==> src/logic/clf_pkg.sv <==
/*
 * Shared constants and types for the local-fault supervision block of a
 * high-speed bus transceiver.
 * Assumes a single 100 MHz system clock and no software-visible registers.
 */
package clf_pkg;

    // Clock period of the supervision logic.
    localparam int CLK_PERIOD_NS = 10;

    // Bus dominant timeout; the figure is a plain default, trim per product.
    localparam int BUS_DOM_TIMEOUT_US = 500;
    localparam int BUS_DOM_TIMEOUT_CYC = (BUS_DOM_TIMEOUT_US * 1000) / CLK_PERIOD_NS;

    // Cycles the short signature must persist before it is believed.
    localparam int SHORT_CONFIRM_CYC = 2;

    // Operating modes presented by the mode pins.
    localparam logic [1:0] MODE_NORMAL = 2'h0;
    localparam logic [1:0] MODE_LISTEN = 2'h1;
    localparam logic [1:0] MODE_STANDBY = 2'h2;

    // Layout of the synchronised pin vector.
    localparam int SYNC_W = 6;
    localparam int SYNC_TXD = 0;
    localparam int SYNC_RXD_PIN = 1;
    localparam int SYNC_BUS_DOM = 2;
    localparam int SYNC_OT = 3;
    localparam int SYNC_MODE_LO = 4;
    // Reset: transmit and receive pins recessive, bus recessive, cool, standby.
    localparam logic [SYNC_W-1:0] SYNC_RST = 6'h23;

    typedef struct packed {
        logic txd_short;
        logic bus_clamp;
        logic over_temp;
    } clf_fault_t;

    localparam clf_fault_t FAULT_RST = 3'h0;

    typedef enum logic {
        CLF_ERR_HIDDEN,
        CLF_ERR_SHOW
    } clf_err_state_t;

endpackage

==> src/logic/clf_sync.sv <==
/*
 * Three-stage input synchroniser with agreement filter.
 * Assumes inputs are asynchronous to clk; a change is accepted once the
 * second and third stages agree.
 */
`timescale 1ns/1ps
module clf_sync #(
    parameter int W = 1,
    parameter logic [W-1:0] RST_VAL = '0
) (
    // Clock, reset and enable
    input wire logic clk,
    input wire logic rst_b,
    input wire logic ce,
    // Data
    input wire logic [W-1:0] din,
    output logic [W-1:0] dout
);
    logic [W-1:0] s1;
    logic [W-1:0] s2;
    logic [W-1:0] s3;

    for (genvar i = 0; i < W; i++) begin : g_bit
        wire agree = (s2[i] == s3[i]);
        always_ff @(posedge clk or negedge rst_b) begin
            if (!rst_b) begin
                s1[i] <= RST_VAL[i];
                s2[i] <= RST_VAL[i];
                s3[i] <= RST_VAL[i];
                dout[i] <= RST_VAL[i];
            end else if (ce) begin
                s1[i] <= din[i];
                s2[i] <= s1[i];
                s3[i] <= s2[i];
                if (agree) begin
                    dout[i] <= s3[i];
                end
            end
        end
    end
endmodule // clf_sync

==> src/logic/clf_monitor.sv <==
/*
 * Local-fault supervision: transmit/receive short, bus dominant clamp and
 * over-temperature, with transmitter gating and error-pin reporting.
 * Assumes all pin inputs are asynchronous and pass clf_sync; the analog
 * receiver gives bus_dominant and the thermal sensor gives over_temp with
 * its own hysteresis already applied.
 */
`timescale 1ns/1ps
// Summary of operation
// - Transmit/receive pin short seen on first dominant bit sets flag, disables transmitter.
// - Bus dominant longer than the bus dominant timeout sets the flag.
// - The bus clamp fault leaves the transmitter enabled.
// - Bus clamp flag clears as soon as the bus goes recessive.
// - Over-temperature indication sets the flag.
// - Over-temperature disables transmitter until temperature drops and flag clears.
// - Receive dominant with transmit recessive clears flag and re-enables transmitter.
// - In listen mode the error pin goes high when the flag clears.
// - Entering normal mode from any other mode clears the flag.
// - Error pin driven low for a set flag when entering listen from normal.
// - The flag is the OR of all fault conditions.
module clf_monitor
    import clf_pkg::*;
#(
    parameter int CNT_W = 24,
    parameter int BUS_DOM_CYC = clf_pkg::BUS_DOM_TIMEOUT_CYC
) (
    // Clock, reset and enable
    input wire logic clk,
    input wire logic rst_b,
    input wire logic ce,
    // Controller pins and mode
    input wire logic txd,
    input wire logic rxd_pin,
    input wire logic [1:0] mode,
    // Analog indications
    input wire logic bus_dominant,
    input wire logic over_temp,
    // Outputs
    output logic rxd,
    output logic tx_dominant,
    output logic tx_enable,
    output logic local_fail,
    output logic err_b
);
    import clf_pkg::*;

    logic [SYNC_W-1:0] s_pins;
    logic [1:0] prev_mode;
    logic [1:0] short_cnt;
    logic [CNT_W-1:0] dom_cnt;
    clf_fault_t fault;
    clf_fault_t next_fault;
    clf_err_state_t err_state;
    clf_err_state_t next_err_state;

    clf_sync #(
        .W(SYNC_W),
        .RST_VAL(SYNC_RST)
    ) u_sync (
        .clk(clk),
        .rst_b(rst_b),
        .ce(ce),
        .din({mode, over_temp, bus_dominant, rxd_pin, txd}),
        .dout(s_pins)
    );

    wire s_txd = s_pins[SYNC_TXD];
    wire s_bus_dom = s_pins[SYNC_BUS_DOM];
    wire s_ot = s_pins[SYNC_OT];
    wire [1:0] s_mode = s_pins[SYNC_MODE_LO +: 2];
    wire txd_dom = ~s_txd;
    wire rxd_pin_dom = ~s_pins[SYNC_RXD_PIN];

    // A shorted pair shows the receive pin low before the bus itself has turned
    // dominant; the confirm count rides out skew between the synchronisers.
    wire short_cond = txd_dom & rxd_pin_dom & ~s_bus_dom;
    wire short_hit = short_cond & (short_cnt == 2'(SHORT_CONFIRM_CYC - 1));
    wire clamp_active = s_bus_dom & (dom_cnt == CNT_W'(BUS_DOM_CYC));
    wire enter_normal = (s_mode == MODE_NORMAL) & (prev_mode != MODE_NORMAL);
    wire recover = s_bus_dom & s_txd & ~clamp_active & ~s_ot;
    wire clr_all = recover | enter_normal;

    // Set always wins over any clear in the same cycle.
    wire clf_fault_t fault_set = '{txd_short: short_hit, bus_clamp: clamp_active, over_temp: s_ot};
    wire clf_fault_t fault_clr = '{txd_short: clr_all, bus_clamp: clr_all | ~s_bus_dom,
                                   over_temp: clr_all};
    assign next_fault = fault_set | (fault & ~fault_clr);
    wire next_fail = |next_fault;

    // Only the short and the heat fault gate the transmitter; the clamp does not.
    wire dis_set = short_hit | s_ot;
    wire next_tx_enable = ~dis_set & (tx_enable | ~next_fail);

    wire in_listen = (s_mode == MODE_LISTEN);
    wire listen_from_normal = in_listen & (prev_mode == MODE_NORMAL);
    assign next_err_state = !in_listen ? CLF_ERR_HIDDEN :
                            listen_from_normal ? CLF_ERR_SHOW : err_state;
    wire next_err_b = ~((next_err_state == CLF_ERR_SHOW) & next_fail);

    always_ff @(posedge clk or negedge rst_b) begin
        if (!rst_b) begin
            short_cnt <= 2'h0;
            dom_cnt <= '0;
            prev_mode <= MODE_STANDBY;
        end else if (ce) begin
            short_cnt <= short_cond && !short_hit ? short_cnt + 2'h1 : 2'h0;
            dom_cnt <= !s_bus_dom ? '0 : clamp_active ? dom_cnt : dom_cnt + CNT_W'(1);
            prev_mode <= s_mode;
        end
    end

    always_ff @(posedge clk or negedge rst_b) begin
        if (!rst_b) begin
            fault <= FAULT_RST;
            local_fail <= 1'b0;
            tx_enable <= 1'b1;
            err_state <= CLF_ERR_HIDDEN;
            err_b <= 1'b1;
        end else if (ce) begin
            fault <= next_fault;
            local_fail <= next_fail;
            tx_enable <= next_tx_enable;
            err_state <= next_err_state;
            err_b <= next_err_b;
        end
    end

    // Receive output mirrors the bus; transmitter drive is gated by the enable.
    always_ff @(posedge clk or negedge rst_b) begin
        if (!rst_b) begin
            rxd <= 1'b1;
            tx_dominant <= 1'b0;
        end else if (ce) begin
            rxd <= ~s_bus_dom;
            tx_dominant <= txd_dom & next_tx_enable;
        end
    end

    property p_short_sets;
        @(posedge clk) disable iff (!rst_b)
        (ce && short_hit) |=> (local_fail && fault.txd_short && !tx_enable && !tx_dominant);
    endproperty
    a_short_sets: assert property (p_short_sets) else $error("short did not set flag and gate driver");

    property p_clamp_sets;
        @(posedge clk) disable iff (!rst_b)
        (ce && clamp_active) |=> (fault.bus_clamp && local_fail);
    endproperty
    a_clamp_sets: assert property (p_clamp_sets) else $error("bus clamp did not set flag");

    property p_clamp_keeps_tx;
        @(posedge clk) disable iff (!rst_b)
        (ce && clamp_active && tx_enable && !short_hit && !s_ot) |=> tx_enable;
    endproperty
    a_clamp_keeps_tx: assert property (p_clamp_keeps_tx) else $error("bus clamp disabled driver");

    property p_clamp_clears;
        @(posedge clk) disable iff (!rst_b)
        (ce && fault.bus_clamp && !s_bus_dom) |=> !fault.bus_clamp;
    endproperty
    a_clamp_clears: assert property (p_clamp_clears) else $error("clamp flag stuck after recessive");

    property p_ot_sets;
        @(posedge clk) disable iff (!rst_b)
        (ce && s_ot) |=> (local_fail && fault.over_temp && !tx_enable);
    endproperty
    a_ot_sets: assert property (p_ot_sets) else $error("heat fault not flagged");

    property p_ot_holds;
        @(posedge clk) disable iff (!rst_b)
        (!tx_enable && s_ot) |=> !tx_enable;
    endproperty
    a_ot_holds: assert property (p_ot_holds) else $error("driver enabled while hot");

    property p_recover;
        @(posedge clk) disable iff (!rst_b)
        (ce && recover) |=> (!local_fail && tx_enable);
    endproperty
    a_recover: assert property (p_recover) else $error("recovery did not clear flag");

    property p_err_tracks;
        @(posedge clk) disable iff (!rst_b)
        (err_state == CLF_ERR_SHOW) |-> (err_b == !local_fail);
    endproperty
    a_err_tracks: assert property (p_err_tracks) else $error("error pin not tracking flag");

    property p_enter_normal;
        @(posedge clk) disable iff (!rst_b)
        (ce && enter_normal && !s_ot && !clamp_active && !short_hit) |=> !local_fail;
    endproperty
    a_enter_normal: assert property (p_enter_normal) else $error("normal entry kept flag");

    property p_err_hidden;
        @(posedge clk) disable iff (!rst_b)
        (err_state == CLF_ERR_HIDDEN) |-> err_b;
    endproperty
    a_err_hidden: assert property (p_err_hidden) else $error("error pin low outside report");

    // Checked from the detectors rather than the fault vector, so a lost bit in the OR still shows up.
    property p_flag_is_or;
        @(posedge clk) disable iff (!rst_b)
        (ce && (short_hit || clamp_active || s_ot)) |=> local_fail;
    endproperty
    a_flag_is_or: assert property (p_flag_is_or) else $error("single fault did not set flag");

    property p_txen_rise;
        @(posedge clk) disable iff (!rst_b)
        $rose(tx_enable) |-> !local_fail;
    endproperty
    a_txen_rise: assert property (p_txen_rise) else $error("driver enabled with flag set");

    c_short: cover property (@(posedge clk) disable iff (!rst_b) ce && short_hit);
    c_clamp_clear: cover property (@(posedge clk) disable iff (!rst_b) fault.bus_clamp ##1 !fault.bus_clamp);
    c_ot: cover property (@(posedge clk) disable iff (!rst_b) $fell(s_ot) ##[1:50] tx_enable);
    c_err_show: cover property (@(posedge clk) disable iff (!rst_b) !err_b ##[1:100] err_b);
endmodule // clf_monitor

==> config.mk <==
export PLATFORM = sky130hd
export DESIGN_NAME = clf_monitor
export DESIGN_NICKNAME = d
export VERILOG_FILES = /design/src/logic/clf_pkg.sv /design/src/logic/clf_sync.sv /design/src/logic/clf_monitor.sv
export SDC_FILE = /design/constraint.sdc
export NUM_CORES = 1
export LEC_CHECK = 0
export BUFFER_PORTS_ARGS = -buffer_cell sky130_fd_sc_hd__buf_2
export CORE_MARGIN = 1.5
export CORE_UTILIZATION = 65
export CTS_CLUSTER_SIZE = 30
export DETAILED_ROUTE_END_ITERATION = 8
export PLACE_DENSITY_LB_ADDON = 0.08
export SLEW_MARGIN = 20
export SYNTH_ARGS = -nofsm -noshare
export SYNTH_HDL_FRONTEND = slang
export SYNTH_SLANG_ARGS = --single-unit
export TNS_END_PERCENT = 20
==> constraint.sdc <==
create_clock -name clk -period 4.11 [get_ports clk]
set_input_delay 0.6165 -clock clk [delete_from_list [all_inputs] [get_ports clk]]
set_output_delay 0.6165 -clock clk [all_outputs]
set_load 0.01 [all_outputs]
After elaboration in Yosys (flattened, before gate mapping)

Cells that the tools add are included.

$add $sub $neg: 2
Eq/ne operators: 10
Mux-type cells: 5
Bitwise gates (word level): 27
Reductions and logical operators: 13

Operator list:

| operator                                               | number |
|---|---|
| two-way mux 24 bit                                     | 2 |
| adder 24 x 1 -> 24 bit (second input constant)         | 1 |
| equality test 24 x 16 -> 1 bit (second input constant) | 1 |
| AND reduction 2 bit                                    | 7 |
| AND 1 bit                                              | 12 |
| NOT 1 bit                                              | 8 |
| equality test 1 bit                                    | 6 |
| equality test 2 x 1 -> 1 bit (second input constant)   | 2 |
| zero test 2 bit                                        | 2 |
| OR 1 bit                                               | 4 |
| AND 3 bit                                              | 1 |
| NOT 3 bit                                              | 1 |
| OR 3 bit                                               | 1 |
| OR reduction 3 bit                                     | 1 |
| adder 2 x 1 -> 2 bit (second input constant)           | 1 |
| two-way mux 1 bit                                      | 2 |
| two-way mux 2 bit                                      | 1 |
| inequality test 2 bit (second input constant)          | 1 |
| nonzero test 2 bit                                     | 1 |
| logical AND 1 bit                                      | 1 |
| zero test 1 bit                                        | 1 |

Register bits: 61
Bits of input ports: 9
Output and inout bits: 5
Logic and storage cells: 93

Logic depth before layout (Yosys ltp)

Gate-level depths: netlist (run 1).

Depth in word-level cells: 15
Mapped depth: 6
Mapped depth without buffers: 6

Cells and area by module

A second synthesis (run 1) with hierarchy kept.

Cells, all modules: 287
Area, all modules: 3050.4 µm²

By module, submodules not included:

| module      | times used | cells an instance | area each (µm²) | seq. area each (µm²) |
|---|---|---|---|---|
| clf_monitor | 1          | 214               | 2068.2          | 930.9 |
| clf_sync    | 1          | 73                | 982.2           | 615.6 |

Worst setup path before layout (run 1)

No wires, ideal clock.

Path type: input -> register
Start: in ce
End: reg dom_cnt[18]
Library setup time: 78 ps
Data arrival time: 1719 ps
Required time: 4032 ps
Setup slack: 2313 ps
Stages on the path: 6
Buffers on the path: 2
Cells stage by stage: buf_2 -> and4_1 -> nand4_1 -> clkbuf_1 -> or3_1 -> a21oi_1

Cells in the longest elaborated chain, start to end: 1

RTL lines:

| what                                 | line               | text |
|---|---|---|
| start: declaration                   | clf_monitor.sv:30  | `input wire logic ce,` |
| AND reduction 2 bit (no source line) | -                  |  |
| end signal: assignment               | clf_monitor.sv:107 | `dom_cnt <= !s_bus_dom ? '0 : clamp_active ? dom_cnt : dom_cnt + CNT_W'(1);` |
| end: declaration                     | clf_monitor.sv:50  | `logic [CNT_W-1:0] dom_cnt;` |

No other way between the ends.
A chain may end at the register's enable or synchronous reset.

Final worst setup path (run 1)

Start: in ce
End: reg dom_cnt[23]

The elaborated chain is that of the path after synthesis.

==> summary.txt, run 1 <==
Placed design
  • Area after DPL: 3040 um2
  • Port Buf Inserts: 13
  • Gpl congestion: 0.817
  • Hpwl dp: 3.60 mm
  • Placed cell count: 351
  • Pre-CTS WS: 1.60 ns

STA
  • Final setup violating endpoints: 0
  • Hold slack: 0.419 ns
  • Slew Viols, Final: 0
  • FMAX: 0.462 GHz
  • Final hold vios: 0
  • Final period utilization: 52.6%
  • Skew final: 0.00341 ns
  • Setup TNS: 0 ns
  • Worst slew margin: 31.1%
  • RSZ-0062 raised after global routing: false
  • Pin slew with the least headroom to its limit: 1.03 ns
  • Post-layout min period: 2.16 ns
  • PnR worst setup slack: 1.95 ns

Clocking
  • CTS Hold Bufs: 0
  • H-tree depth: 3
  • Clock Tree Buf Depth: 2
  • Post-CTS setup buffer count: 0
  • Total CTS buffers: 9
  • TritonCTS Sinks: 61
  • Clk Latency, worst-skew pair: 0.33 ns
  • Reg clk slew, reported paths: 0.06 ns
  • CTS tree: built
  • Clock Root Buffer: clkbuf_8
  • Post-cts resize count: 0

Logic synthesis
  • Most common cell in the netlist: dfrtp_1
  • Synth Cell Area: 2950 um2
  • Net Count, Synth: 309
  • Ys Warns: 0
  • Mapped Cells: 297
  • Commonest cells in the netlist: dfrtp_1, o21ai_0, nand2_1, a21oi_1, inv_1
  • Yosys top cell by area: dfrtp_1
  • Netlist cell types: 46
  • Post-synth EDFFs: 0
  • Synth Flop Type: dfrtp_1
  • Post-synth top area share: 38.2%
  • Area contributors post-synth: dfrtp_1, dfstp_2, o21ai_0
  • Sequential element share of the synthesized area: 52.4%
  • Avg Cell Area, Syn: 9.93 um2
  • #FFs+latches synth: 61
  • Async SR Flop Fraction: 100%

Worst setup path
  • Crit Path Max Fanout: 52
  • Bufs and invs on worst path: 2
  • CP endpoint kind: flip-flop
  • Crit-path slowest cell: or4_1
  • Cells along the critical path: buf_2 -> buf_4 -> and4_1 -> nand4_1 -> or4_1 -> a21oi_1
  • CP delay by family, top: simple AND/OR/NAND/NOR gates
  • Max incr delay on CP: 0.52 ns
  • Worst path required time: 4.36 ns
  • Reg2Reg Setup Slack: 1.99 ns
  • Crit Path Category: in -> reg
  • WP data arrival: 2.42 ns
  • CP Launch Type: input pin

Power and ir drop
  • Leak: 1.40 nW
  • Worst vdd ir: 0.000378 V
  • PwrDens: 494 nW/um2
  • Tot Pwr: 1.58 mW

Global routing
  • Largest net degree at the start of global routing: 62
  • Global-route usage over all layers: 24.9%
  • Initial antenna violation count: 0
  • GR Overflow Total: 0
  • First-pass GRT wire length: 9.66 mm
  • Vias in the first global route: 2227

Route
  • Vias per inst: 6.17
  • Routed wl met2: 2.77 mm
  • Routed WL per cell: 14.9 um
  • DR iter-0 viols: 206
  • Top Metal Used: met4
  • Routed wl met3: 169 um
  • Met1 WL: 2.43 mm
  • Detailed-route DRC error count: 0
  • DRT Wirelength: 5.45 mm
  • Antenna viol nets, final: 0
  • Total number of vias: 2263
  • DRT Pass-1 Iters: 4

Floorplan
  • Die Footprint: 4950 um2
  • Starting Density: 67.7%
  • Row cnt: 24
  • Die width: 70.4 um
  • I/O pin total: 14
  • Die H: 70.4 um
  • CORE AREA: 4350 um2

Cells and area
  • Post-Route Utilization: 73.5%
  • Sequential Area: 1550 um2
  • Share of cells above drive strength 1: 19.7%
  • Antenna Cells: 0
  • Final #Nets: 322
  • Multi-input logic area: 1270 um2
  • Finished Cell Area: 3200 um2
  • Filler cells: 309
  • Non-filler cells, final: 367
  • Syn-to-layout area delta: 8.57%

Run
  • Max-cap violation count: 0

Outcome
  • Run status: finished, final reports clean

Min path
  • HP Class: in -> async
[worst paths after layout]
kind                                start            to  cells after the start
min reg2reg                  u_sync.s3[1]  u_sync.s3[1]                      2
max reg2reg                u_sync.dout[2]    local_fail                      4
min                                 rst_b   dom_cnt[19]                      2
max                                    ce   dom_cnt[23]                      6
min in group clk             u_sync.s3[1]  u_sync.s3[1]                      2
max in group asynchronous           rst_b     err_state                      2
[report_power, final]
part | leakage (nW) | switching [mW] | internal, mW | total [mW]
Sequential | 0.754 | 0.103 | 0.728 | 0.831
Clock | 0.0844 | 0.217 | 0.234 | 0.451
Combinational | 0.558 | 0.167 | 0.132 | 0.299
Total | 1.40 | 0.487 | 1.09 | 1.58
[cells by family after synthesis]
logic type / count (synthesis) / synth area share, %
and+or+nand+nor: 89 / 16.1
adders and majority gates: 3 / 1.27
DFF: 61 / 52.4
buffers and inverters: 34 / 4.54
AOI/OAI and AO/OA: 92 / 19.0
muxes: 17 / 6.36
xor gates and xnor gates: 1 / 0.297
[sequential cells by signal, indices dropped and copies added, names as in the netlist]
name and cells:
u_sync.s2 6, prev_mode 2, local_fail 1, err_b 1, dom_cnt 24, rxd 1
u_sync.s3 6, tx_enable 1, u_sync.s1 6, short_cnt 2, err_state 1, fault 3
tx_dominant 1, u_sync.dout 6
[layout by cell type (no fill, tap or decap), types with 3 or more instances in the layout]
master / instances
a21o_1: 6
a21oi_1: 24
and3_1: 5
and4_1: 4
buf_2: 13
clkbuf_1: 4
clkbuf_8: 10
dfrtp_1: 45
dfstp_2: 16
ha_1: 3
inv_1: 19
mux2_2: 14
mux2i_1: 3
nand2_1: 26
nand3_1: 9
nand4_1: 7
nor2_1: 9
nor3_1: 5
nor4_1: 4
o21ai_0: 37
o31ai_1: 5
or3_1: 11
or4_1: 3
[layer usage]
metal	vias up	global-route usage, %
met4	0	11.3
li1	1105	-
met1	1109	30.0
met3	8	6.06
met2	41	42.1
met5	-	0
[area by class of cell]
| class | count | area share (%) |
|---|---|---|
| Clock buffer | 14 | 4.77 |
| Timing Repair Buffer | 15 | 2.50 |
| Multi-Input combinational cell | 202 | 39.6 |
| Tap cell | 52 | 2.03 |
| Inverter | 21 | 2.46 |
| Sequential cell | 61 | 48.3 |
| Clock inverter | 2 | 0.313 |
Power figures use the tool's default switching activity.
==> inputs of run 2 (changes only) <==
- CORE_UTILIZATION: 65 -> 60
- clock period: 4.11 -> 2.1 ns (I/O delays scaled with it)
==> summary.txt, run 2 (synthesis gave the netlist of run 1 again) <==
Route
  • DRT Pass-1 Iters: 4 (unchanged)
  • Total number of vias: 2295 (+1.4%)
  • DRT Wirelength: 5.71 mm (+4.6%)
  • Routed WL per cell: 14.6 um (-2.1%)
  • DR iter-0 viols: 149 (-28%)
  • Detailed-route DRC error count: 0 (unchanged)
  • Vias per inst: 5.85 (-5.1%)
  • Antenna viol nets, final: 0 (unchanged)

Power and ir drop
  • PwrDens: 976 nW/um2 (+98%)
  • Leak: 1.46 nW (+4.3%)
  • Worst vdd ir: 0.000604 V (+60%)
  • Seq pwr share: 49.4% (-3.2 points)
  • Clk pwr share: 30.5% (+1.9 points)
  • Gate power share: 20.1% (+1.2 points)
  • Net Sw Power: 993 uW (+100%)
  • Switch share: 30.5% (-0.30 points)
  • Int Pwr: 2.26 mW (+110%)

Cells and area
  • Share of cells above drive strength 1: 22.5% (+2.8 points)
  • Syn-to-layout area delta: 13.0%
  • Most frequent cells in the layout: dfrtp_1, o21ai_0, nand2_1
  • Most flop-heavy register: dom_cnt
  • Post-Route Utilization: 70.5% (-3.0 points)
  • Number of flip-flops in the largest register: 24 (unchanged)
  • Most common cell after layout, fill and taps aside: dfrtp_1
  • Final #Nets: 332 (+3.1%)
  • Antenna Cells: 0 (unchanged)

Worst setup path
  • WP data arrival: 2.13 ns (-0.29 ns)
  • CP endpoint kind: flip-flop
  • Bufs and invs on worst path: 0 (-2)
  • Cells along the critical path: nand4_1 -> or4_1 -> o211ai_1 -> mux2_2
  • Crit Path Category: reg -> reg
  • Crit path depth: 4 (-2)
  • Reg2Reg Depth: 4 (unchanged)
  • Worst setup path start: dom_cnt[14]
  • Reg2Reg Setup Slack: 0.25 ns (-1.74 ns)
  • RR Startpoint: dom_cnt[14]
  • Worst path required time: 2.38 ns (-1.98 ns)
  • CP Launch Type: flip-flop
  • Max incr delay on CP: 0.69 ns (+0.17 ns)
  • Crit Path Max Fanout: 10 (-81%)
  • RR Endpoint: local_fail
  • Crit-path slowest cell: or4_1
  • Worst setup path endpoint: local_fail
  • CP delay by family, top: simple AND/OR/NAND/NOR gates

STA
  • Worst slew margin: 61.8% (+31 points)
  • FMAX: 0.541 GHz
  • Skew final: 0.00765 ns (+0.00423 ns)
  • Final period utilization: 88.0%
  • RSZ-0062 raised after global routing: false
  • Post-layout min period: 1.85 ns
  • Setup TNS: 0 ns (unchanged)
  • Slew Viols, Final: 0 (unchanged)
  • Final setup violating endpoints: 0 (unchanged)
  • Pin slew with the least headroom to its limit: 0.559 ns (-0.471 ns)
  • Final hold vios: 0 (unchanged)

Global routing
  • First-pass GRT wire length: 9.83 mm (+1.7%)
  • Vias in the first global route: 2223 (-0.18%)
  • Largest net degree at the start of global routing: 62 (unchanged)
  • Initial antenna violation count: 0 (unchanged)
  • GR Overflow Total: 0 (unchanged)
  • Global-route usage over all layers: 24.2% (-0.68 points)

Clocking
  • Total CTS buffers: 9 (unchanged)
  • Clock Tree Buf Depth: 2 (unchanged)
  • CTS tree: built
  • Post-CTS setup buffer count: 0 (unchanged)
  • H-tree depth: 3 (unchanged)
  • TritonCTS Sinks: 61 (unchanged)
  • Clk Latency, worst-skew pair: 0.34 ns (about the same)
  • Reg clk slew, reported paths: 0.07 ns (about the same)
  • Clock Root Buffer: clkbuf_8

Floorplan
  • Row cnt: 25 (+4.2%)
  • Die H: 73.1 um (+3.9%)
  • CORE AREA: 4720 um2 (+8.5%)
  • Die Footprint: 5340 um2 (+8.0%)
  • Starting Density: 62.4% (-5.3 points)
  • I/O pin total: 14 (unchanged)
  • Die width: 73.1 um (+3.9%)

Min path
  • Hold Startpoint: rxd_pin
  • HP Class: in -> reg

Placed design
  • Port Buf Inserts: 13 (unchanged)
  • Gpl congestion: 0.848 (+3.7%)
  • Hpwl dp: 3.71 mm (+2.9%)

Run
  • Max-cap violation count: 0 (unchanged)

Outcome
  • Run status: finished, final reports clean
[run 2: through the flow]
stage          power (mW)  std cells  setup WS, ns  area [um2]  hold WS (ns)
2_1_floorplan        2.04        297         0.391        2950        0.0194
3_3_place_gp         2.25        375         0.243        3140         0.345
3_5_place_dp         2.28        375         0.256        3140         0.346
4_1_cts              3.28        392         0.231        3330         0.188
5_1_grt              3.46        392        0.0870        3330         0.194
6_report             3.25        392         0.252        3330         0.201
[run 2: repair_timing]
item                                    CTS  global route
resized for setup                         0             0
endpoints found under the hold margin    45             0
endpoints found under the setup margin    0             0
hold buffers                              1             0
[run 2: power by group through the flow]
stage | combinational (mW) | clock [mW] | sequential, mW
5_1_grt | 0.758 | 1.06 | 1.64
4_1_cts | 0.663 | 1.01 | 1.60
3_3_place_gp | 0.637 | 0 | 1.61
3_5_place_dp | 0.657 | 0 | 1.62
2_1_floorplan | 0.465 | 0 | 1.58
6_report | 0.654 | 0.991 | 1.61
[run 2: area by class of cell]
| cell class | count | area, um2 |
|---|---|---|
| sequential | 61 | 1550 |
| fill | 361 | 1390 |
| multi-input combinational | 202 | 1270 |
| timing repair buffer | 25 | 170 |
| clock buffer | 11 | 131 |
| tap | 67 | 83.8 |
| inverter | 21 | 78.8 |
| clock inverter | 5 | 52.6 |
[run 2: worst min path at each step]
stage	endpoint	cells past startpoint
2_1_floorplan	dom_cnt[0]	0
3_3_place_gp	dom_cnt[7]	2
3_5_place_dp	dom_cnt[7]	2
4_1_cts	u_sync.s1[1]	2
5_1_grt	u_sync.s1[1]	2
6_report	u_sync.s1[1]	2
[run 2: routing by layer]
layer,GRT usage (%),wire (um),vias up
met5,0,0,-
met4,13.2,119,0
met3,5.80,164,13
met2,37.2,2700,42
met1,31.6,2720,1107
li1,-,-,1133
==> inputs of run 3 (changes only) <==
- ABC_AREA: default -> 1
- CELL_PAD_IN_SITES_DETAIL_PLACEMENT: default -> 0
- CELL_PAD_IN_SITES_GLOBAL_PLACEMENT: default -> 2
- CORE_UTILIZATION: 60 -> 37
==> summary.txt, run 3 <==
Clocking
  • Clk Latency, worst-skew pair: 0.33 ns (about the same)
  • Reg clk slew, reported paths: 0.07 ns (about the same)
  • CTS Hold Bufs: 1 (unchanged)
  • Clock Root Buffer: clkbuf_8
  • H-tree depth: 3 (unchanged)
  • TritonCTS Sinks: 61 (unchanged)
  • Post-CTS setup buffer count: 0 (unchanged)
  • CTS tree: built
  • Post-cts resize count: 0 (unchanged)
  • Clock Tree Buf Depth: 2 (unchanged)
  • Total CTS buffers: 9 (unchanged)

Min path
  • HP Class: in -> reg

Route
  • Detailed-route DRC error count: 0 (unchanged)
  • Total number of vias: 2450 (+6.8%)
  • DRT Wirelength: 6.77 mm (+19%)
  • Routed WL per cell: 13.1 um (-9.8%)
  • Vias per inst: 4.75 (-19%)
  • DRT Pass-1 Iters: 4 (unchanged)
  • DR iter-0 viols: 131 (-12%)
  • Antenna viol nets, final: 0 (unchanged)

Cells and area
  • Final #Nets: 418 (+26%)
  • Antenna Cells: 0 (unchanged)
  • Number of flip-flops in the largest register: 24 (unchanged)
  • Most flop-heavy register: dom_cnt
  • Filler cells: 852 (+140%)
  • Finished Cell Area: 3550 um2 (+6.7%)
  • Most frequent cells in the layout: nand2_1, dfrtp_1, inv_1
  • Syn-to-layout area delta: 15.1%
  • Most common cell after layout, fill and taps aside: nand2_1
  • Share of cells above drive strength 1: 19.0% (-3.5 points)

Global routing
  • GR Overflow Total: 0 (unchanged)
  • Initial antenna violation count: 0 (unchanged)
  • Vias in the first global route: 2337 (+5.1%)
  • Largest net degree at the start of global routing: 33 (-47%)
  • Global-route usage over all layers: 17.3% (-6.9 points)
  • First-pass GRT wire length: 11.7 mm (+19%)

Worst setup path
  • Worst path required time: 2.32 ns (-0.06 ns)
  • Cells along the critical path: inv_1 -> ha_1 -> inv_1 -> nor2_1 -> nand2_1 -> nor2_1 -> nand3_4 -> nand2_8 -> nor2_2 -> nand4_1 -> o21ai_1 -> a21oi_1
  • CP Launch Type: flip-flop
  • Max incr delay on CP: 0.39 ns (-0.30 ns)
  • WP data arrival: 2.05 ns (-0.08 ns)
  • Crit Path Max Fanout: 18 (+8)
  • Crit-path slowest cell: dfrtp_1
  • Crit Path Category: reg -> reg
  • CP endpoint kind: flip-flop

Logic synthesis
  • Most common cell in the netlist: nand2_1
  • Post-synth top area share: 36.5% (-1.7 points)
  • Synth Flop Type: dfrtp_1
  • Netlist cell types: 31 (-33%)
  • Avg Cell Area, Syn: 8.00 um2 (-19%)
  • Async SR Flop Fraction: 100% (unchanged)
  • Yosys top cell by area: dfrtp_1
  • Post-synth EDFFs: 0 (unchanged)
  • Ys Warns: 0 (unchanged)
  • Mapped Cells: 386 (+30%)
  • Sequential element share of the synthesized area: 50.1% (-2.4 points)
  • Synth Cell Area: 3090 um2 (+4.7%)
  • Area contributors post-synth: dfrtp_1, dfstp_2, nand2_1
  • #FFs+latches synth: 61 (unchanged)
  • Net Count, Synth: 398 (+29%)
  • Commonest cells in the netlist: nand2_1, dfrtp_1, inv_1, nor2_1, o21ai_0

STA
  • FMAX: 0.545 GHz (+0.79%)
  • Worst slew margin: 59.0% (-2.8 points)
  • Slew Viols, Final: 0 (unchanged)
  • Final period utilization: 87.3% (-0.69 points)
  • Final hold vios: 0 (unchanged)
  • RSZ-0062 raised after global routing: false
  • Post-layout min period: 1.83 ns (-0.0145 ns)
  • Pin slew with the least headroom to its limit: 0.615 ns (+0.0558 ns)
  • Final setup violating endpoints: 0 (unchanged)
  • Skew final: 0.00787 ns (+0.000222 ns)
  • PnR worst setup slack: 0.266 ns (+0.0145 ns)
  • Setup TNS: 0 ns (unchanged)

Placed design
  • Hpwl dp: 4.89 mm (+32%)
  • Port Buf Inserts: 13 (unchanged)
  • Pre-CTS WS: 0.276 ns (+0.0198 ns)
  • Area after DPL: 3310 um2 (+5.3%)
  • Gpl congestion: 0.792 (-6.5%)

Floorplan
  • Row cnt: 33 (+32%)
  • Die width: 94.4 um (+29%)
  • Die Footprint: 8900 um2 (+67%)
  • I/O pin total: 14 (unchanged)
  • Die H: 94.4 um (+29%)
  • Starting Density: 38.0% (-24 points)
  • CORE AREA: 8130 um2 (+72%)

Power and ir drop
  • PwrDens: 866 nW/um2 (-11%)
  • Tot Pwr: 3.08 mW (-5.3%)
  • Leak: 1.60 nW (+9.6%)
  • Worst vdd ir: 0.000338 V (-44%)

Outcome
  • Run status: finished, final reports clean

Run
  • Max-cap violation count: 0 (unchanged)
-- run 3: cell count changes in the layout (fill, tap and decap cells not counted), sizes merged, moves of 11 or more --
cell,change
mux2,-14
nand3,+16
nand2,+73
inv,+27
nor2,+40
or3,-11
-- run 3: kinds of logic after synthesis --
kind of cell    Yosys count  share of synthesized area [%]
simple gates            196                           29.2
buf+inv                  57                           7.05
compound gates           66                           11.6
flops                    61                           50.1
xor+xnor                  3                          0.851
fa+ha+maj                 3                           1.22
-- run 3: worst paths after layout --
path	end	slack, ns	startpoint	cells after the start
max in group asynchronous	tx_enable	1.00	rst_b	3
min in group asynchronous	dom_cnt[20]	0.52	rst_b	2
min	u_sync.s1[3]	0.18	over_temp	3
max	dom_cnt[17]	0.27	dom_cnt[0]	12
min reg2reg	rxd	0.47	rxd	2
max reg2reg	dom_cnt[17]	0.27	dom_cnt[0]	12
-- run 3: stage by stage --
step                      utilization, %  instances  hold slack [ns]
after global routing                43.7        516            0.185
final                               43.7        516            0.184
after global placement              40.6        499            0.362
after detailed placement            40.6        499            0.353
after CTS                           43.7        516            0.172
after floorplan                        -        386           0.0194
-- run 3: report_power, final --
group	leakage, nW	internal [mW]	switching (mW)
sequential	0.768	1.33	0.0650
combinational	0.712	0.159	0.271
clock	0.116	0.788	0.467
-- run 3: area by class of cell --
type                    count  area (um2)  area share (%)
multi-input cells         268        1320            37.2
repair buffers             19         138            3.87
inverters                  47         176            4.96
flip-flops and latches     61        1550            43.5
well taps                 105         131            3.70
clock buffers              10         128            3.59
clock inverters             6         111            3.13
-- run 3: worst max-delay path: cells and delay by family, from the launching register on --
| kind | cells | cell delay, ns |
|---|---|---|
| fa+ha+maj | 1 | 0.20 |
| buf+inv | 2 | 0.14 |
| compound gates | 2 | 0.24 |
| flops | 1 | 0.39 |
| simple gates | 7 | 0.75 |
-- run 3: metal layers --
layer | vias up | wire length [um] | track usage (%)
li1 | 1282 | - | -
met2 | 43 | 2510 | 22.1
met5 | - | 0 | 0
met4 | 0 | 122 | 7.09
met1 | 1114 | 3870 | 28.0
met3 | 11 | 266 | 2.90
